**src/core/t16_pkg.sv**
```systemverilog
package t16_pkg;
  // device byte locations on the cpu i/o bus
  localparam logic [2:0] ADR_CNT_LO = 3'h0;
  localparam logic [2:0] ADR_CNT_HI = 3'h1;
  localparam logic [2:0] ADR_CAP_LO = 3'h2;
  localparam logic [2:0] ADR_CAP_HI = 3'h3;
  localparam logic [2:0] ADR_CTRL_A = 3'h4;
  localparam logic [2:0] ADR_CTRL_B = 3'h5;
  localparam logic [2:0] ADR_MASK = 3'h6;
  localparam logic [2:0] ADR_FLAG = 3'h7;
  // control_reg_a / control_reg_b field positions
  localparam int CRA_WGM_LSB = 0;
  localparam int CRA_CMP_SEL = 2;
  localparam int CRB_CS_LSB = 0;
  localparam int CRB_WGM_LSB = 3;
  localparam int CRB_EDGE = 6;
  localparam int CRB_FILT = 7;
  // flag and mask bit positions, and request vector index
  localparam int FB_OVF = 0;
  localparam int FB_CAP = 5;
  localparam int IV_OVF = 0;
  localparam int IV_CAP = 1;
  // waveform modes
  localparam logic [3:0] WGM_NORMAL = 4'h0;
  localparam logic [3:0] WGM_PFC_CAP = 4'h8;
  localparam logic [3:0] WGM_PC_CAP = 4'ha;
  localparam logic [3:0] WGM_CTC_CAP = 4'hc;
  localparam logic [3:0] WGM_FAST_CAP = 4'he;
  // clock select codes
  localparam logic [2:0] CS_STOP = 3'h0;
  localparam logic [2:0] CS_DIV1 = 3'h1;
  localparam logic [2:0] CS_DIV8 = 3'h2;
  localparam logic [2:0] CS_DIV64 = 3'h3;
  localparam logic [2:0] CS_DIV256 = 3'h4;
  localparam logic [2:0] CS_DIV1024 = 3'h5;
  localparam logic [2:0] CS_EXT_FALL = 3'h6;
  localparam logic [2:0] CS_EXT_RISE = 3'h7;
  localparam int PRE_W = 10;
  localparam logic [9:0] PM8 = 10'h007;
  localparam logic [9:0] PM64 = 10'h03f;
  localparam logic [9:0] PM256 = 10'h0ff;
  localparam logic [9:0] PM1024 = 10'h3ff;
  localparam logic [15:0] CNT_MAX = 16'hffff;
  localparam logic [15:0] CNT_ZERO = 16'h0000;
  localparam int FILT_LEN = 4;
  // synchroniser lanes
  localparam int PIN_CAP = 0;
  localparam int PIN_CMP = 1;
  localparam int PIN_EXT = 2;
  // host apb registers and fields
  localparam logic [11:0] H_CMD = 12'h000;
  localparam logic [11:0] H_STAT = 12'h004;
  localparam logic [11:0] H_ACK = 12'h008;
  localparam int CMD_DATA_LSB = 0;
  localparam int CMD_ADR_LSB = 8;
  localparam int CMD_WR = 16;
  localparam int ST_BUSY = 0;
  localparam int ST_RD_LSB = 8;
  localparam int ST_IRQ_LSB = 16;
endpackage : t16_pkg

```
**src/core/t16_bus_if.sv**
```systemverilog
`timescale 1ns/1ps
// 8-bit cpu i/o bus between the timer and its controller
interface t16_bus_if;
  logic [2:0] io_addr;
  logic io_wr;
  logic io_rd;
  logic [7:0] io_wdata;
  logic [7:0] io_rdata;
  logic [1:0] irq_req;
  logic [1:0] irq_ack;
  modport dev (input io_addr, input io_wr, input io_rd, input io_wdata, output io_rdata,
    output irq_req, input irq_ack);
  modport cpu (output io_addr, output io_wr, output io_rd, output io_wdata, input io_rdata,
    input irq_req, output irq_ack);
endinterface : t16_bus_if

```
**src/core/t16_timer.sv**
```systemverilog
`timescale 1ns/1ps
module t16_timer (
  input wire logic pclk,
  input wire logic presetn,
  t16_bus_if.dev bus,
  input wire logic capture_input_pin,
  input wire logic comparator_output,
  input wire logic ext_tick_pin,
  output logic at_top,
  output logic at_bottom,
  output logic timer_tick
);
  import t16_pkg::*;

  typedef struct packed {
    logic [15:0] cnt;
    logic [15:0] cap;
    logic [7:0] temp;
    logic [7:0] cra;
    logic [7:0] crb;
    logic [7:0] msk;
    logic ovf_f;
    logic cap_f;
    logic dir_dn;
    logic [PRE_W-1:0] pre;
    logic [2:0] s1;
    logic [2:0] s2;
    logic [2:0] s3;
    logic [2:0] lvl;
    logic [FILT_LEN-1:0] flt;
    logic filt;
    logic prev;
    logic [7:0] rdata;
    logic tick;
  } t16_dev_st_t;

  t16_dev_st_t st_reg;
  t16_dev_st_t st_next;
  logic [3:0] wgm;
  logic cap_top;
  logic dual;
  logic [15:0] top;
  logic tick;
  logic src;
  logic edge_ev;
  logic hit_top;
  logic hit_bot;
  logic ovf_set;
  logic cap_set;
  logic dn;

  // mode decode and sequence end
  assign wgm = {st_reg.crb[CRB_WGM_LSB+1:CRB_WGM_LSB], st_reg.cra[CRA_WGM_LSB+1:CRA_WGM_LSB]};
  assign cap_top = (wgm == WGM_PFC_CAP) || (wgm == WGM_PC_CAP) || (wgm == WGM_CTC_CAP) || (wgm == WGM_FAST_CAP);
  assign dual = (wgm == WGM_PFC_CAP) || (wgm == WGM_PC_CAP);
  assign top = cap_top ? st_reg.cap : CNT_MAX;
  assign hit_top = (st_reg.cnt == top);
  assign hit_bot = (st_reg.cnt == CNT_ZERO);

  // status outputs and interrupt requests
  assign at_top = hit_top;
  assign at_bottom = hit_bot;
  assign timer_tick = st_reg.tick;
  assign bus.io_rdata = st_reg.rdata;
  assign bus.irq_req[IV_OVF] = st_reg.ovf_f & st_reg.msk[FB_OVF];
  assign bus.irq_req[IV_CAP] = st_reg.cap_f & st_reg.msk[FB_CAP];

  // next state: sync, prescale, filter, capture, count, cpu access
  always_comb begin
    st_next = st_reg;
    tick = 1'b0;
    ovf_set = 1'b0;
    cap_set = 1'b0;
    dn = 1'b0;
    // three-stage synchronisers, level accepted when stages two and three agree
    st_next.s1 = {ext_tick_pin, comparator_output, capture_input_pin};
    st_next.s2 = st_reg.s1;
    st_next.s3 = st_reg.s2;
    for (int i = 0; i < 3; i++) begin
      if (st_reg.s2[i] == st_reg.s3[i]) begin
        st_next.lvl[i] = st_reg.s3[i];
      end
    end
    st_next.pre = st_reg.pre + PRE_W'(1);
    // tick source select
    case (st_reg.crb[CRB_CS_LSB+2:CRB_CS_LSB])
      CS_STOP: tick = 1'b0;
      CS_DIV1: tick = 1'b1;
      CS_DIV8: tick = ((st_reg.pre & PM8) == PM8);
      CS_DIV64: tick = ((st_reg.pre & PM64) == PM64);
      CS_DIV256: tick = ((st_reg.pre & PM256) == PM256);
      CS_DIV1024: tick = ((st_reg.pre & PM1024) == PM1024);
      CS_EXT_FALL: tick = st_reg.lvl[PIN_EXT] & ~st_next.lvl[PIN_EXT];
      CS_EXT_RISE: tick = ~st_reg.lvl[PIN_EXT] & st_next.lvl[PIN_EXT];
      default: tick = 1'b0;
    endcase
    st_next.tick = tick;
    // capture source, optional four-sample filter, edge detector
    src = st_reg.cra[CRA_CMP_SEL] ? st_reg.lvl[PIN_CMP] : st_reg.lvl[PIN_CAP];
    st_next.flt = {st_reg.flt[FILT_LEN-2:0], src};
    if (st_reg.crb[CRB_FILT]) begin
      if ((&st_reg.flt) || (~|st_reg.flt)) begin
        st_next.filt = st_reg.flt[FILT_LEN-1];
      end
    end else begin
      st_next.filt = src;
    end
    st_next.prev = st_reg.filt;
    edge_ev = (st_reg.filt != st_reg.prev) && (st_reg.filt == st_reg.crb[CRB_EDGE]);
    if (edge_ev && !cap_top) begin
      st_next.cap = st_reg.cnt;
      cap_set = 1'b1;
    end
    // counter: one operation per tick
    if (tick) begin
      if (dual) begin
        dn = st_reg.dir_dn ? !hit_bot : hit_top;
        st_next.dir_dn = dn;
        st_next.cnt = dn ? st_reg.cnt - 16'h0001 : st_reg.cnt + 16'h0001;
        ovf_set = hit_bot;
      end else begin
        st_next.dir_dn = 1'b0;
        st_next.cnt = hit_top ? CNT_ZERO : st_reg.cnt + 16'h0001;
        ovf_set = (wgm == WGM_CTC_CAP) ? (st_reg.cnt == CNT_MAX) : hit_top;
      end
    end
    // cpu reads, registered onto the data bus next cycle
    if (bus.io_rd) begin
      case (bus.io_addr)
        ADR_CNT_LO: begin
          st_next.rdata = st_reg.cnt[7:0];
          st_next.temp = st_reg.cnt[15:8];
        end
        ADR_CNT_HI: st_next.rdata = st_reg.temp;
        ADR_CAP_LO: begin
          st_next.rdata = st_reg.cap[7:0];
          st_next.temp = st_reg.cap[15:8];
        end
        ADR_CAP_HI: st_next.rdata = st_reg.temp;
        ADR_CTRL_A: st_next.rdata = st_reg.cra;
        ADR_CTRL_B: st_next.rdata = st_reg.crb;
        ADR_MASK: st_next.rdata = st_reg.msk;
        ADR_FLAG: begin
          st_next.rdata = 8'h00;
          st_next.rdata[FB_OVF] = st_reg.ovf_f;
          st_next.rdata[FB_CAP] = st_reg.cap_f;
        end
        default: st_next.rdata = 8'h00;
      endcase
    end
    // cpu writes, placed last so they override counting
    if (bus.io_wr) begin
      case (bus.io_addr)
        ADR_CNT_LO: st_next.cnt = {st_reg.temp, bus.io_wdata};
        ADR_CNT_HI: st_next.temp = bus.io_wdata;
        ADR_CAP_LO: begin
          if (cap_top) begin
            st_next.cap = {st_reg.temp, bus.io_wdata};
          end
        end
        ADR_CAP_HI: st_next.temp = bus.io_wdata;
        ADR_CTRL_A: st_next.cra = bus.io_wdata;
        ADR_CTRL_B: st_next.crb = bus.io_wdata;
        ADR_MASK: st_next.msk = bus.io_wdata;
        default: st_next.temp = st_next.temp;
      endcase
    end
    // flags: a set in the same cycle wins over any clear
    st_next.ovf_f = ovf_set | (st_reg.ovf_f & ~(bus.irq_ack[IV_OVF]
      | (bus.io_wr && bus.io_addr == ADR_FLAG && bus.io_wdata[FB_OVF])));
    st_next.cap_f = cap_set | (st_reg.cap_f & ~(bus.irq_ack[IV_CAP]
      | (bus.io_wr && bus.io_addr == ADR_FLAG && bus.io_wdata[FB_CAP])));
  end

  // single state register
  always_ff @(posedge pclk or negedge presetn) begin
    if (!presetn) begin
      st_reg <= '0;
    end else begin
      st_reg <= st_next;
    end
  end
endmodule : t16_timer

```
**src/flat_wrapper.sv**
```systemverilog
// flat-port wrapper written by rule: the top's interface ports become plain ports
module t16_timer_flat import t16_pkg::*;
  (pclk, presetn, capture_input_pin, comparator_output, ext_tick_pin, at_top, at_bottom, timer_tick, bus_io_addr, bus_io_wr, bus_io_rd, bus_io_wdata, bus_io_rdata, bus_irq_req, bus_irq_ack);
  t16_bus_if bus_i ();
  input wire logic pclk;
  input wire logic presetn;
  input wire logic capture_input_pin;
  input wire logic comparator_output;
  input wire logic ext_tick_pin;
  output logic at_top;
  output logic at_bottom;
  output logic timer_tick;
  input wire logic [$bits(bus_i.io_addr)-1:0] bus_io_addr;
  input wire logic [$bits(bus_i.io_wr)-1:0] bus_io_wr;
  input wire logic [$bits(bus_i.io_rd)-1:0] bus_io_rd;
  input wire logic [$bits(bus_i.io_wdata)-1:0] bus_io_wdata;
  output wire logic [$bits(bus_i.io_rdata)-1:0] bus_io_rdata;
  output wire logic [$bits(bus_i.irq_req)-1:0] bus_irq_req;
  input wire logic [$bits(bus_i.irq_ack)-1:0] bus_irq_ack;
  assign bus_i.io_addr = bus_io_addr;
  assign bus_i.io_wr = bus_io_wr;
  assign bus_i.io_rd = bus_io_rd;
  assign bus_i.io_wdata = bus_io_wdata;
  assign bus_io_rdata = bus_i.io_rdata;
  assign bus_irq_req = bus_i.irq_req;
  assign bus_i.irq_ack = bus_irq_ack;
  t16_timer u_core (.pclk(pclk), .presetn(presetn), .bus(bus_i), .capture_input_pin(capture_input_pin), .comparator_output(comparator_output), .ext_tick_pin(ext_tick_pin), .at_top(at_top), .at_bottom(at_bottom), .timer_tick(timer_tick));
endmodule
```
**config.mk**
```make
export PLATFORM = sky130hd
export DESIGN_NAME = t16_timer_flat
export DESIGN_NICKNAME = d
export VERILOG_FILES = /design/src/core/t16_pkg.sv /design/src/core/t16_bus_if.sv /design/src/core/t16_timer.sv /design/src/flat_wrapper.sv
export SDC_FILE = /design/constraint.sdc
export NUM_CORES = 1
export LEC_CHECK = 0
export BUFFER_PORTS_ARGS = -buffer_cell sky130_fd_sc_hd__buf_2
export CAP_MARGIN = 20
export CORE_ASPECT_RATIO = 0.9
export CORE_MARGIN = 4
export CORE_UTILIZATION = 25
export DETAILED_ROUTE_END_ITERATION = 10
export GPL_TIMING_DRIVEN = 1
export PLACE_DENSITY = 0.5
export SLEW_MARGIN = 10
export SYNTH_ARGS = -nofsm -noshare
export SYNTH_HDL_FRONTEND = slang
export SYNTH_SLANG_ARGS = --single-unit
```
**constraint.sdc**
```tcl
create_clock -name pclk -period 7.8 [get_ports pclk]
set_input_delay 0.78 -clock pclk [delete_from_list [all_inputs] [get_ports pclk]]
set_output_delay 0.78 -clock pclk [all_outputs]
set_load 0.005 [all_outputs]
```
After elaboration in Yosys (flattened, before gate mapping)
Cells that the tools add are included.
Widths: inputs -> output; s select.
{"block": "classes", "n_reduce_logical": 21, "bitwise_logic": 14, "add_sub_neg": 3, "n_mux": 28, "eq_ne": 30}
{"op": "$mux 16", "n": 9}
{"op": "$mux 64", "n": 1}
{"op": "$pmux 8 s7", "n": 1}
{"op": "$mux 8", "n": 5}
{"op": "$eq 3x3->1 const B", "n": 9}
{"op": "$add 16x1->16 const B", "n": 1}
{"op": "$eq 16x16->1", "n": 1}
{"op": "$eq 16x16->1 const B", "n": 1}
{"op": "$eq 4x4->1 const B", "n": 4}
{"op": "$logic_not 16->1", "n": 1}
{"op": "$pmux 8 s2", "n": 1}
{"op": "$sub 16x1->16 const B", "n": 1}
{"op": "$eq 3x2->1 const B", "n": 4}
{"op": "$add 10x1->10 const B", "n": 1}
{"op": "$eq 10x10->1 const B", "n": 1}
{"op": "$mux 1", "n": 10}
{"op": "$eq 8x8->1 const B", "n": 1}
{"op": "$pmux 1 s8", "n": 1}
{"op": "$and 1x1->1", "n": 6}
{"op": "$eq 3x1->1 const B", "n": 2}
{"op": "$eq 6x6->1 const B", "n": 1}
{"op": "$logic_not 3->1", "n": 2}
{"op": "$reduce_and 2->1", "n": 3}
{"op": "$logic_and 1x1->1", "n": 5}
{"op": "other kinds (10)", "n": 24}
{"block": "word_totals", "inputBits": 20, "out_inout_bits": 13, "reg_bits": 104}

Logic depth before layout (Yosys ltp)
Gate-level depths: netlist (run 1).
{"block": "logic_depth", "depth_word": 12, "depth_mapped": 12, "mapped_depth_nobuf": 9}

Least setup slack after synthesis (run 1)
Ideal clock, no wire load.
{"block": "synth_path", "path_kind": "reg-to-output", "from": "register u_core.st_reg[89] (netlist name)", "to": "output port at_top", "path_slack_ps": 4997, "arrival_ps": 2023, "stages_incl_launch_ff": 8, "path_buffers": 2, "required_ps": 7020, "path_cell_list": "dfrtp_1 buf_2 or4b_1 a21oi_1 o22ai_1 or4_4 clkinv_2 buf_6"}
{"block": "synth_via", "elab_chain_len": 1}
{"element": "start, declared", "line": "t16_timer.sv:37", "rtl": "t16_dev_st_t st_reg;"}
{"element": "start signal, assigned", "line": "t16_timer.sv:180", "rtl": "st_reg <= st_next;"}
{"element": "$eq 16x16->1", "line": "t16_timer.sv:57", "rtl": "assign hit_top = (st_reg.cnt == top);"}
{"element": "end, declared", "line": "flat_wrapper.sv:10", "rtl": "output logic at_top;"}
Every way passes these cells.

Final worst setup path (run 1)
{"block": "layout_path", "from": "register u_core.st_reg[52] (netlist name)", "to": "output port at_top"}
{"block": "layout_via", "elab_chain_len": 6}
{"element": "$eq 4x4->1", "line": "t16_timer.sv:54", "rtl": "assign cap_top = (wgm == WGM_PFC_CAP) || (wgm == WGM_PC_CAP) || (wgm == WGM_CTC_CAP) || (wgm == WGM_FAST_CAP);"}
{"element": "$logic_or 1x1->1 (2 in a row)", "line": "t16_timer.sv:54"}
{"element": "$logic_or 1x1->1 (*)", "line": "t16_timer.sv:54"}
{"element": "$mux 16 (*)", "line": "t16_timer.sv:56", "rtl": "assign top = cap_top ? st_reg.cap : CNT_MAX;"}
{"element": "$eq 16x16->1 (*)", "line": "t16_timer.sv:57"}
Every way passes the cells marked *; elsewhere a longest branch is shown, timed or not.

==> results of run 1 <==
[worst paths after layout]
check	end	cells after the start	slack (ns)	start
max	at_top	6	3.97	u_core.st_reg[52]$_DFFE_PN0P_
min	u_core.st_next[18]$_DFF_PN0_	0	0.35	u_core.st_next[21]$_DFF_PN0_
max reg2reg	u_core.st_reg[101]$_DFF_PN0_	7	4.14	u_core.st_reg[52]$_DFFE_PN0P_
min reg2reg	u_core.st_next[18]$_DFF_PN0_	0	0.35	u_core.st_next[21]$_DFF_PN0_
max in group asynchronous	u_core.st_reg[76]$_DFF_PN0_	2	6.15	presetn
min in group asynchronous	u_core.st_next[19]$_DFF_PN0_	1	0.40	presetn
[area by class of cell]
| type | instances | area (um2) | share of cell area |
|---|---|---|---|
| Sequential cell | 104 | 2600 | 0.372 |
| Multi-Input combinational cell | 518 | 3380 | 0.483 |
| Inverter | 19 | 72.6 | 0.0104 |
| Clock inverter | 5 | 66.3 | 0.00949 |
| Tap cell | 336 | 420 | 0.0602 |
| Clock buffer | 11 | 233 | 0.0333 |
| Timing Repair Buffer | 39 | 219 | 0.0313 |
[power by group through the flow]
| stage | Combinational (mW) | Clock [mW] | Sequential, mW |
|---|---|---|---|
| 6_report | 0.549 | 0.466 | 0.890 |
| 5_1_grt | 0.614 | 0.501 | 0.915 |
| 4_1_cts | 0.549 | 0.482 | 0.885 |
| 3_5_place_dp | 0.546 | 0 | 0.895 |
| 3_3_place_gp | 0.545 | 0 | 0.895 |
| 2_1_floorplan | 0.492 | 0 | 0.756 |
[worst max-delay path: stages, from the launching register on]
cell,delay [ns]
sky130_fd_sc_hd__dfrtp_1,0.66
sky130_fd_sc_hd__nand2b_1,0.46
sky130_fd_sc_hd__nor4_1,0.37
sky130_fd_sc_hd__o32ai_1,0.15
sky130_fd_sc_hd__or4_4,0.61
sky130_fd_sc_hd__clkinv_2,0.27
sky130_fd_sc_hd__buf_2,0.17
[routing by layer]
metal | track usage | wire (um) | vias to the layer above
li1 | - | - | 2535
met3 | 0.0240 | 1230 | 19
met4 | 0.0369 | 318 | 0
met5 | 0 | 0 | -
met1 | 0.213 | 9710 | 2523
met2 | 0.191 | 7820 | 194
[per-stage QoR]
stage          instances  total power [mW]  setup slack [ns]  hold WS [ns]  area [um2]
4_1_cts             1032              1.92              3.98         0.353        6990
6_report            1032              1.90              3.97         0.350        6990
5_1_grt             1032              2.03              3.76         0.361        6990
3_5_place_dp        1016              1.44              4.26         0.336        6690
3_3_place_gp        1015              1.44              4.31         0.334        6680
2_1_floorplan        701              1.25              5.00         0.331        6320
[cell usage after synthesis (4+ instances only)]
master and count:
sky130_fd_sc_hd__mux2_2 25, sky130_fd_sc_hd__ha_1 5, sky130_fd_sc_hd__xnor2_1 19, sky130_fd_sc_hd__a211oi_1 9, sky130_fd_sc_hd__nand3_1 16, sky130_fd_sc_hd__a32o_1 9, sky130_fd_sc_hd__nor4b_1 8, sky130_fd_sc_hd__or3_1 8
sky130_fd_sc_hd__buf_2 4, sky130_fd_sc_hd__nor2_1 49, sky130_fd_sc_hd__o221ai_1 4, sky130_fd_sc_hd__or4b_1 8, sky130_fd_sc_hd__o211ai_1 11, sky130_fd_sc_hd__a31oi_1 12, sky130_fd_sc_hd__nor3_1 13, sky130_fd_sc_hd__mux2i_1 35
sky130_fd_sc_hd__nand2_1 82, sky130_fd_sc_hd__buf_1 4, sky130_fd_sc_hd__inv_1 18, sky130_fd_sc_hd__clkbuf_1 40, sky130_fd_sc_hd__o21ai_0 54, sky130_fd_sc_hd__o21ai_1 8, sky130_fd_sc_hd__and2_1 7, sky130_fd_sc_hd__dfrtp_1 104
sky130_fd_sc_hd__o22ai_1 12, sky130_fd_sc_hd__nand4_1 7, sky130_fd_sc_hd__a21oi_1 33, sky130_fd_sc_hd__nor4_1 7, sky130_fd_sc_hd__and3_1 15, sky130_fd_sc_hd__xor2_1 5, sky130_fd_sc_hd__buf_4 9
[layout by cell type, fill, tap and decap left out, types with 9 or more instances in the layout]
| master | netlist | final |
|---|---|---|
| sky130_fd_sc_hd__a211oi_1 | 9 | 9 |
| sky130_fd_sc_hd__a21oi_1 | 33 | 32 |
| sky130_fd_sc_hd__a31oi_1 | 12 | 12 |
| sky130_fd_sc_hd__a32o_1 | 9 | 9 |
| sky130_fd_sc_hd__and3_1 | 15 | 15 |
| sky130_fd_sc_hd__buf_2 | 4 | 31 |
| sky130_fd_sc_hd__clkbuf_16 | 0 | 9 |
| sky130_fd_sc_hd__dfrtp_1 | 104 | 104 |
| sky130_fd_sc_hd__inv_1 | 18 | 18 |
| sky130_fd_sc_hd__mux2_2 | 25 | 25 |
| sky130_fd_sc_hd__mux2i_1 | 35 | 35 |
| sky130_fd_sc_hd__nand2_1 | 82 | 82 |
| sky130_fd_sc_hd__nand3_1 | 16 | 16 |
| sky130_fd_sc_hd__nor2_1 | 49 | 49 |
| sky130_fd_sc_hd__nor3_1 | 13 | 13 |
| sky130_fd_sc_hd__o211ai_1 | 11 | 11 |
| sky130_fd_sc_hd__o21ai_0 | 54 | 54 |
| sky130_fd_sc_hd__o22ai_1 | 12 | 12 |
| sky130_fd_sc_hd__xnor2_1 | 19 | 19 |
[cells by family (layout without fill, tap and decap cells)]
family | count (synthesis) | after routing | share of synthesized area
flops | 104 | 104 | 0.412
buf+inv | 79 | 74 | 0.0568
mux | 61 | 61 | 0.102
compound gates | 184 | 184 | 0.188
simple gates | 241 | 241 | 0.194
xor+xnor | 24 | 24 | 0.0332
fa+ha+maj | 8 | 8 | 0.0146
==> results_tabular.tex, run 1 <==
\begin{tabular}{lr}
\hline
Metric & Value \\
\hline
\multicolumn{2}{l}{\textbf{Status}} \\
Run status & completed \\
\multicolumn{2}{l}{\textbf{Power}} \\
Leakage power & around 2.8 nW \\
Portion of total power attributed to sequential cells & 0.467 \\
Net Sw Frac & 0.386 \\
Portion of total power attributed to the clock network & 0.245 \\
Switching power summed over all nets & approximately 0.74 mW \\
Maximum resistive drop on vdd & 0.000134 V \\
Combinational power share & 0.288 \\
Pwr per Cell Area & about 270 nW/um2 \\
Design internal power & between 1 and 1.5 mW \\
\multicolumn{2}{l}{\textbf{Global route}} \\
Maximum number of pins on one net before global-route repair & 69 \\
Antenna violations before repair & 0 \\
First-pass GRT wire length & $\sim$30000 um \\
Congestion Overflow GR & 0 \\
Via count of the first global-routing pass & $\sim$4900 \\
Overall fraction of global-route tracks in use & 0.136 \\
\multicolumn{2}{l}{\textbf{Timing}} \\
Unrepaired setup endpoints after global routing & no \\
Setup clock skew after layout & 0.00955 ns \\
Final total negative setup slack & 0 ns \\
Post-route fraction of the period consumed by the critical path & 0.491 \\
Final setup violation count & 0 \\
Worst max-slew margin expressed relative to the limit & 0.364 \\
Period minus WS final & around 3.8 ns \\
Final Hold Vio Count & 0 \\
Least-Margin Pin Slew & 0.950 ns \\
Maximum clock rate & 261 MHz \\
Pins Over Slew Limit & 0 \\
\multicolumn{2}{l}{\textbf{Cells and area}} \\
Net count reported at finish & 716 \\
Fraction of layout instances using a drive strength above 1 & 0.129 \\
Antenna Diode Count & 0 \\
Filler Cell Count & roughly 2700 \\
Synthesis-to-layout area growth & 10.5\% \\
Fin util & 0.284 \\
Number of flip-flops in the largest register & 85 \\
\multicolumn{2}{l}{\textbf{Synth}} \\
Synthesis-stage register bit count & about 100 \\
Share of synthesized area occupied by flip-flops and latches & 0.412 \\
Synthesized net count & a little over 700 \\
Netlist area before placement & approximately 6300 um2 \\
Proportion of synthesized flip-flops having asynchronous set or reset & 1.00 \\
Distinct cell type count of the synthesized netlist & 71 \\
Post-synth EDFFs & 0 \\
Post-synthesis cell type with the largest combined area & sky130\_fd\_sc\_hd\_\_dfrtp\_1 \\
Proportion of netlist area held by the largest area contributor & 0.412 \\
Largest cells by area after synthesis & sky130\_fd\_sc\_hd\_\_dfrtp\_1 41\%, sky130\_fd\_sc\_hd\_\_mux2i\_1 5.5\%, sky130\_fd\_sc\_hd\_\_nand2\_1 4.9\%, sky130\_fd\_sc\_hd\_\_mux2\_2 4.5\%, sky130\_fd\_sc\_hd\_\_o21ai\_0 4.3\% \\
Average size of a mapped cell & 9.02 um2 \\
Most common flop cell mapped by yosys & sky130\_fd\_sc\_hd\_\_dfrtp\_1 \\
Count of mapped cells out of synthesis & 701 \\
Ys Warns & 0 \\
\multicolumn{2}{l}{\textbf{Worst setup path}} \\
Data required time of the critical path & roughly 7.0 ns \\
Critical Path Start Type & register \\
CP arrival & a little over 3 ns \\
Worst setup path class & register to output port \\
Critical path fanouts, max & 18 \\
Worst setup EP type & output port \\
\multicolumn{2}{l}{\textbf{Route}} \\
Count of routing violations after the opening detailed-route iteration & between 300 and 400 \\
First-pass detailed-route iteration total & 5 \\
Residual DRC count & 0 \\
Mean number of vias per cell & between 5 and 6 \\
Vias after detailed routing & $\sim$5300 \\
Post-Route WL & 19100 um \\
Count of nets left with antenna violations after detail routing & 0 \\
Routed wire length per instance & 18.5 um \\
\multicolumn{2}{l}{\textbf{Floorplan}} \\
Vert. Die Dim & roughly 160 um \\
Total I/O pin count & 33 \\
Core Region & around 25000 um2 \\
Effective utilization at floorplan & 0.257 \\
Die Footprint & 27900 um2 \\
Site Rows & 54 \\
Die width & 176 um \\
\multicolumn{2}{l}{\textbf{Clock tree}} \\
TritonCTS clock tree & yes \\
Buffers inserted by post-CTS timing repair & 0 \\
Max H-tree Level & 3 \\
Worst skew pair latency & roughly 0.35 ns \\
TritonCTS sink count & 104 \\
Clock-pin transition on the worst setup and hold timing paths & approximately 0.070 ns \\
Number of clock buffers inserted by TritonCTS & 9 \\
Root buffer cell & sky130\_fd\_sc\_hd\_\_clkbuf\_16 \\
Hold-fix buffer count after cts & 0 \\
Maximum clock path buffer count & 2 \\
Post-CTS Resized & 0 \\
\multicolumn{2}{l}{\textbf{Placed design}} \\
Final weighted congestion of routability-driven global placement & approximately 0.9 \\
DP Wirelength & 13600 um \\
I/O Buffers & 32 \\
\multicolumn{2}{l}{\textbf{Flow run}} \\
Max-capacitance violation count & 0 \\
\multicolumn{2}{l}{\textbf{Min path}} \\
Worst min path class & register to register \\
\hline
\end{tabular}
(Power assumes the default switching activity.)
==> run 2: changes to the inputs <==
Clock period 7.8 ns to 3.77 ns, I/O delays scaled along.
==> run 2 against run 1 <==
  * Combinational power rose to 2.5 times the previous value
  * Critical path depth increased by 4
  * Global-route usage up 0.93 points
  * Register-to-register slack got worse by 3.9 ns
  * Sequential share of layout area down 0.92 points
  * Via count increased by 2.3%
  * Largest power group unchanged
  * Highest routed layer unchanged
==> results_tabular.tex, run 2 (synthesized netlist as in run 1, its figures left out) <==
\begin{tabular}{lr}
\hline
Metric & Value \\
\hline
\multicolumn{2}{l}{\textbf{Cells and area}} \\
Leading cell type in the layout, fill and taps excluded & sky130\_fd\_sc\_hd\_\_dfrtp\_1 \\
Non-Filler Instances & 1053 \\
Synthesis-to-layout area growth & 13.3\% \\
Net count reported at finish & roughly 740 \\
Filler Cell Count & roughly 2600 \\
Highest-count cells in the layout ignoring fill and taps & 104 x sky130\_fd\_sc\_hd\_\_dfrtp\_1, 82 x sky130\_fd\_sc\_hd\_\_nand2\_1, 54 x sky130\_fd\_sc\_hd\_\_o21ai\_0 \\
Number of flip-flops in the largest register & 85 \\
Fraction of layout instances using a drive strength above 1 & 0.158 \\
Antenna Diode Count & 0 \\
Total non-filler cell area in the finished layout & between 7000 and 8000 um2 \\
\multicolumn{2}{l}{\textbf{Global route}} \\
Overall fraction of global-route tracks in use & 0.146 \\
Congestion Overflow GR & 0 \\
Global routing met1 resource utilization & 0.223 \\
Highest-utilization routing layer at the global route stage & met1 \\
Met2 Track Usage GR & 0.215 \\
Maximum number of pins on one net before global-route repair & 42 \\
Via count of the first global-routing pass & 5270 \\
Antenna violations before repair & 0 \\
First-pass GRT wire length & 32200 um \\
Fraction of met3 tracks used by global routing & 0.0216 \\
\multicolumn{2}{l}{\textbf{Clock tree}} \\
Buffers inserted by post-CTS timing repair & 0 \\
Root buffer cell & sky130\_fd\_sc\_hd\_\_clkbuf\_16 \\
Hold-fix buffer count after cts & 0 \\
Clock-pin transition on the worst setup and hold timing paths & 0.07 ns \\
TritonCTS clock tree & yes \\
Number of clock buffers inserted by TritonCTS & 9 \\
TritonCTS sink count & roughly 100 \\
Maximum clock path buffer count & 2 \\
Worst skew pair latency & roughly 0.36 ns \\
Max H-tree Level & 3 \\
Post-CTS Resized & 0 \\
\multicolumn{2}{l}{\textbf{Route}} \\
Post-Route WL & slightly above 20000 um \\
Count of nets left with antenna violations after detail routing & 0 \\
Mean number of vias per cell & 5.12 \\
Routed wire length per instance & 19.1 um \\
Residual DRC count & 0 \\
First-pass detailed-route iteration total & 5 \\
Count of routing violations after the opening detailed-route iteration & between 500 and 600 \\
Vias after detailed routing & between 5000 and 6000 \\
\multicolumn{2}{l}{\textbf{Floorplan}} \\
Die Footprint & approximately 28000 um2 \\
Die width & approximately 180 um \\
Core Region & roughly 25000 um2 \\
Total I/O pin count & 33 \\
Site Rows & 54 \\
Vert. Die Dim & 159 um \\
Effective utilization at floorplan & 0.257 \\
\multicolumn{2}{l}{\textbf{Timing}} \\
Final setup violation count & 0 \\
Period minus WS final & 3.54 ns \\
Pins Over Slew Limit & 0 \\
Unrepaired setup endpoints after global routing & no \\
Worst Setup Slack, final & $\sim$0.23 ns \\
Setup clock skew after layout & 0.00629 ns \\
Worst max-slew margin expressed relative to the limit & 0.375 \\
Final Hold Vio Count & 0 \\
Maximum clock rate & 283 MHz \\
Least-Margin Pin Slew & between 0.9 and 1 ns \\
Final total negative setup slack & 0 ns \\
Post-route fraction of the period consumed by the critical path & 0.938 \\
\multicolumn{2}{l}{\textbf{Status}} \\
Run status & completed \\
\multicolumn{2}{l}{\textbf{Placed design}} \\
Pre-CTS worst setup slack & roughly 0.32 ns \\
I/O Buffers & 32 \\
DP Wirelength & between 10000 and 15000 um \\
Placed instance area & roughly 6900 um2 \\
Total placed cells including tap cells & about 1000 \\
Final weighted congestion of routability-driven global placement & a little over 0.9 \\
\multicolumn{2}{l}{\textbf{Worst setup path}} \\
Worst setup EP type & register \\
Worst setup path class & register to register \\
CP arrival & approximately 3.8 ns \\
Data required time of the critical path & roughly 4 ns \\
Worst Setup SP & u\_core.st\_reg[56]\$\_DFFE\_PN0P\_ \\
Critical path fanouts, max & 18 \\
Critical Path Start Type & register \\
Reg2reg path depth & 10 \\
Critical R2R Launch & u\_core.st\_reg[56]\$\_DFFE\_PN0P\_ \\
\multicolumn{2}{l}{\textbf{Flow run}} \\
Max-capacitance violation count & 0 \\
\multicolumn{2}{l}{\textbf{Power}} \\
Leakage power & 2.89 nW \\
Maximum resistive drop on vdd & about 0.00027 V \\
Pwr per Cell Area & about 570 nW/um2 \\
\multicolumn{2}{l}{\textbf{Min path}} \\
Worst min path class & primary input to async pin \\
\hline
\end{tabular}
-- run 2: per-stage QoR --
stage / utilization / hold WS [ns] / power (mW)
after floorplan: - / 0.0814 / 2.58
after global placement: 0.279 / 0.333 / 3.10
after detailed placement: 0.279 / 0.336 / 3.09
after CTS: 0.291 / 0.0141 / 4.11
after global routing: 0.291 / 0.0472 / 4.34
final: 0.291 / 0.00383 / 4.10
-- run 2: metal layers --
metal,share of wire,up-vias
met2,0.44,173
li1,-,2566
met4,0.015,0
met1,0.50,2634
met3,0.046,20
met5,0,-
-- run 2: final timing paths --
check	endpoint	slack [ns]
setup reg to reg	u_core.st_reg[92]$_DFF_PN0_	0.23
min in group pclk	u_core.st_next[23]$_DFF_PN0_	0.12
hold reg to reg	u_core.st_next[18]$_DFF_PN0_	0.35
setup / recovery	u_core.st_reg[92]$_DFF_PN0_	0.23
max in group asynchronous	u_core.bus.io_rdata[5]$_DFFE_PN0P_	3.04
hold / removal	u_core.st_reg[16]$_DFFE_PN0N_	0.004
-- run 2: final cells by class --
type,count,area (um2),area share
repair buffers,62,388,0.0541
flip-flops and latches,104,2600,0.363
well taps,336,420,0.0587
multi-input cells,518,3380,0.471
clock buffers,9,225,0.0314
clock inverters,5,81.3,0.0113
inverters,19,72.6,0.0101
-- run 2: where the power goes --
group	internal, mW	total (mW)	leakage [nW]	switching [mW]
clock	0.576	1.00	0.148	0.425
sequential	1.37	1.71	1.23	0.337
combinational	0.600	1.39	1.52	0.788
total	2.55	4.10	2.89	1.55
-- run 2: worst max-delay path, stage by stage (launching register included) --
cell and delay [ns]:
sky130_fd_sc_hd__dfrtp_1 0.68, sky130_fd_sc_hd__nand2b_1 0.44, sky130_fd_sc_hd__buf_4 0.23, sky130_fd_sc_hd__a32o_1 0.21, sky130_fd_sc_hd__o22ai_1 0.08, sky130_fd_sc_hd__or4_4 0.64, sky130_fd_sc_hd__clkinv_2 0.26, sky130_fd_sc_hd__mux2i_1 0.28
sky130_fd_sc_hd__a21oi_1 0.09, sky130_fd_sc_hd__or3_1 0.32, sky130_fd_sc_hd__a31oi_1 0.19
==> run 3: changes to the inputs <==
Settings changed: REMOVE_ABC_BUFFERS set to 1.
==> run 3 against run 2 <==
  * Largest power group unchanged
  * Routed wire length fell by 2.5%
  * Cell area barely moved
  * Hold slack improved by 0.10 ns
  * First-iteration DRC count fell by 3.3%
  * Largest cell class unchanged
  * Register-to-register slack improved by 0.13 ns
  * Global-route usage fell by 0.46 points
  * Maximum frequency rose by 3.8%
  * Sequential share of layout area barely moved
  * Combinational power barely moved
  * Flip-flop and latch count did not move
  * Sequential power barely moved
==> results_tabular.tex, run 3 (synthesized netlist as in run 1, its figures left out) <==
\begin{tabular}{lr}
\hline
Metric & Value \\
\hline
\multicolumn{2}{l}{\textbf{Timing}} \\
Worst hold slack & 0.109 ns \\
Pins Over Slew Limit & 0 \\
Least-Margin Pin Slew & 0.882 ns \\
Maximum clock rate & between 200 and 300 MHz \\
Period minus WS final & approximately 3.4 ns \\
Worst max-slew margin expressed relative to the limit & 0.411 \\
Unrepaired setup endpoints after global routing & no \\
Final total negative setup slack & 0 ns \\
Setup clock skew after layout & between 0.01 and 0.015 ns \\
Final Hold Vio Count & 0 \\
Worst Setup Slack, final & between 0.3 and 0.4 ns \\
Post-route fraction of the period consumed by the critical path & 0.904 \\
Final setup violation count & 0 \\
\multicolumn{2}{l}{\textbf{Placed design}} \\
I/O Buffers & 32 \\
Final weighted congestion of routability-driven global placement & about 0.94 \\
Pre-CTS worst setup slack & 0.281 ns \\
DP Wirelength & between 10000 and 15000 um \\
\multicolumn{2}{l}{\textbf{Floorplan}} \\
Effective utilization at floorplan & 0.257 \\
Die width & approximately 180 um \\
Die Footprint & about 28000 um2 \\
Total I/O pin count & 33 \\
Vert. Die Dim & approximately 160 um \\
Core Region & between 20000 and 25000 um2 \\
Site Rows & 54 \\
\multicolumn{2}{l}{\textbf{Power}} \\
Switching power summed over all nets & roughly 1.6 mW \\
Pwr per Cell Area & between 500 and 600 nW/um2 \\
Portion of total power attributed to the clock network & 0.240 \\
Leakage power & 2.89 nW \\
Design internal power & 2.44 mW \\
Portion of total power attributed to sequential cells & 0.420 \\
Maximum resistive drop on vdd & between 0.0002 and 0.00025 V \\
Net Sw Frac & 0.396 \\
Combinational power share & 0.339 \\
\multicolumn{2}{l}{\textbf{Worst setup path}} \\
Critical Path Start Type & register \\
CP arrival & about 3.6 ns \\
Worst setup path class & register to register \\
Data required time of the critical path & $\sim$4.0 ns \\
Critical path fanouts, max & 18 \\
Worst Setup SP & u\_core.st\_reg[56]\$\_DFFE\_PN0P\_ \\
Critical R2R Launch & u\_core.st\_reg[56]\$\_DFFE\_PN0P\_ \\
Worst setup EP type & register \\
\multicolumn{2}{l}{\textbf{Route}} \\
Routed wire length per instance & roughly 19 um \\
First-pass detailed-route iteration total & 5 \\
Count of routing violations after the opening detailed-route iteration & $\sim$530 \\
Residual DRC count & 0 \\
Count of nets left with antenna violations after detail routing & 0 \\
Vias after detailed routing & $\sim$5400 \\
Post-Route WL & about 20000 um \\
Mean number of vias per cell & roughly 5.1 \\
\multicolumn{2}{l}{\textbf{Global route}} \\
Antenna violations before repair & 0 \\
Fraction of met3 tracks used by global routing & 0.0214 \\
Congestion Overflow GR & 0 \\
Global routing met1 resource utilization & 0.221 \\
Met2 Track Usage GR & 0.200 \\
First-pass GRT wire length & $\sim$31000 um \\
Overall fraction of global-route tracks in use & 0.141 \\
Highest-utilization routing layer at the global route stage & met1 \\
Via count of the first global-routing pass & 5100 \\
Maximum number of pins on one net before global-route repair & 41 \\
\multicolumn{2}{l}{\textbf{Status}} \\
Run status & completed \\
\multicolumn{2}{l}{\textbf{Flow run}} \\
Max-capacitance violation count & 0 \\
\multicolumn{2}{l}{\textbf{Min path}} \\
Worst min path class & primary input to register \\
Hold Path Origin & capture\_input\_pin \\
\multicolumn{2}{l}{\textbf{Clock tree}} \\
TritonCTS clock tree & yes \\
Clock-pin transition on the worst setup and hold timing paths & 0.09 ns \\
Buffers inserted by post-CTS timing repair & 0 \\
Max H-tree Level & 3 \\
Maximum clock path buffer count & 2 \\
Worst skew pair latency & around 0.36 ns \\
TritonCTS sink count & around 100 \\
Root buffer cell & sky130\_fd\_sc\_hd\_\_clkbuf\_16 \\
Number of clock buffers inserted by TritonCTS & 9 \\
\multicolumn{2}{l}{\textbf{Cells and area}} \\
Highest-count cells in the layout ignoring fill and taps & 104 x sky130\_fd\_sc\_hd\_\_dfrtp\_1, 82 x sky130\_fd\_sc\_hd\_\_nand2\_1, 54 x sky130\_fd\_sc\_hd\_\_o21ai\_0 \\
Antenna Diode Count & 0 \\
Filler Cell Count & about 2700 \\
Synthesis-to-layout area growth & 13.2\% \\
Net count reported at finish & about 740 \\
Number of flip-flops in the largest register & 85 \\
Fraction of layout instances using a drive strength above 1 & 0.157 \\
Leading cell type in the layout, fill and taps excluded & sky130\_fd\_sc\_hd\_\_dfrtp\_1 \\
\hline
\end{tabular}
run 3: changes by cell type in the layout (fill, tap and decap cells not counted):
| cell | change |
|---|---|
| sky130_fd_sc_hd__clkinv_4 | +2 |
| sky130_fd_sc_hd__a21oi_2 | -1 |
| sky130_fd_sc_hd__a21oi_1 | +1 |
| sky130_fd_sc_hd__clkinv_8 | +2 |
| sky130_fd_sc_hd__inv_8 | +2 |
| sky130_fd_sc_hd__buf_4 | -2 |
| sky130_fd_sc_hd__bufinv_16 | -2 |
| sky130_fd_sc_hd__clkinv_2 | -1 |
| sky130_fd_sc_hd__nand2b_1 | -1 |
| sky130_fd_sc_hd__nand2b_2 | +1 |
| sky130_fd_sc_hd__dlygate4sd3_1 | +1 |
| sky130_fd_sc_hd__clkinvlp_4 | -1 |
run 3: worst paths after layout:
path                                           endpoint  slack (ns)  depth (start not counted)
hold / removal             u_core.st_next[21]$_DFF_PN0_        0.11                          1
setup / recovery            u_core.st_reg[97]$_DFF_PN0_        0.36                          9
max in group asynchronous   u_core.st_reg[85]$_DFF_PN0_        2.36                          3
setup reg to reg            u_core.st_reg[97]$_DFF_PN0_        0.36                          9
hold reg to reg            u_core.st_next[19]$_DFF_PN0_        0.35                          0
min in group asynchronous  u_core.st_next[12]$_DFF_PN0_        0.52                          2
run 3: layout make-up:
| cell class | count | area [um2] | share of cell area |
|---|---|---|---|
| clock inverter | 7 | 81.3 | 0.0114 |
| multi-input combinational | 518 | 3370 | 0.471 |
| sequential | 104 | 2600 | 0.364 |
| tap | 336 | 420 | 0.0587 |
| timing repair buffer | 61 | 383 | 0.0535 |
| inverter | 19 | 72.6 | 0.0101 |
| clock buffer | 9 | 225 | 0.0315 |
run 3: layer usage:
layer	part of all wire	wire (um)
met1	0.52	10300
met2	0.42	8200
met3	0.041	798
met4	0.018	345
met5	0	0
run 3: critical path, stage by stage (launching register included):
cell                        delay, ns
sky130_fd_sc_hd__dfrtp_1         0.58
sky130_fd_sc_hd__nand2b_2        0.45
sky130_fd_sc_hd__and3_1          0.28
sky130_fd_sc_hd__o32ai_1         0.39
sky130_fd_sc_hd__or4_4           0.31
sky130_fd_sc_hd__clkinv_2        0.29
sky130_fd_sc_hd__a21oi_1         0.39
sky130_fd_sc_hd__a2bb2oi_1       0.26
sky130_fd_sc_hd__mux2i_1         0.21
sky130_fd_sc_hd__a31oi_1         0.10
run 3: repair_timing:
item	CTS	global route
gates resized for setup	0	1
hold buffers	1	0
endpoints found under the setup margin	0	5
endpoints found under the hold margin	3	0
run 3: power by group through the flow:
stage | Combinational, mW | Sequential, mW | Clock (mW)
after global placement | 1.36 | 1.71 | 0
after floorplan | 0.834 | 1.66 | 0
after detailed placement | 1.35 | 1.71 | 0
after CTS | 1.36 | 1.69 | 0.996
final | 1.37 | 1.70 | 0.970
after global routing | 1.53 | 1.73 | 1.04
run 3: metrics by stage:
stage / area [um2] / total power, mW / utilization / std cells
6_report: 7160 / 4.04 / 0.291 / 1054
5_1_grt: 7160 / 4.31 / 0.291 / 1054
4_1_cts: 7160 / 4.05 / 0.291 / 1054
3_5_place_dp: 6840 / 3.07 / 0.278 / 1037
3_3_place_gp: 6840 / 3.07 / 0.278 / 1037
2_1_floorplan: 6040 / 2.49 / - / 641
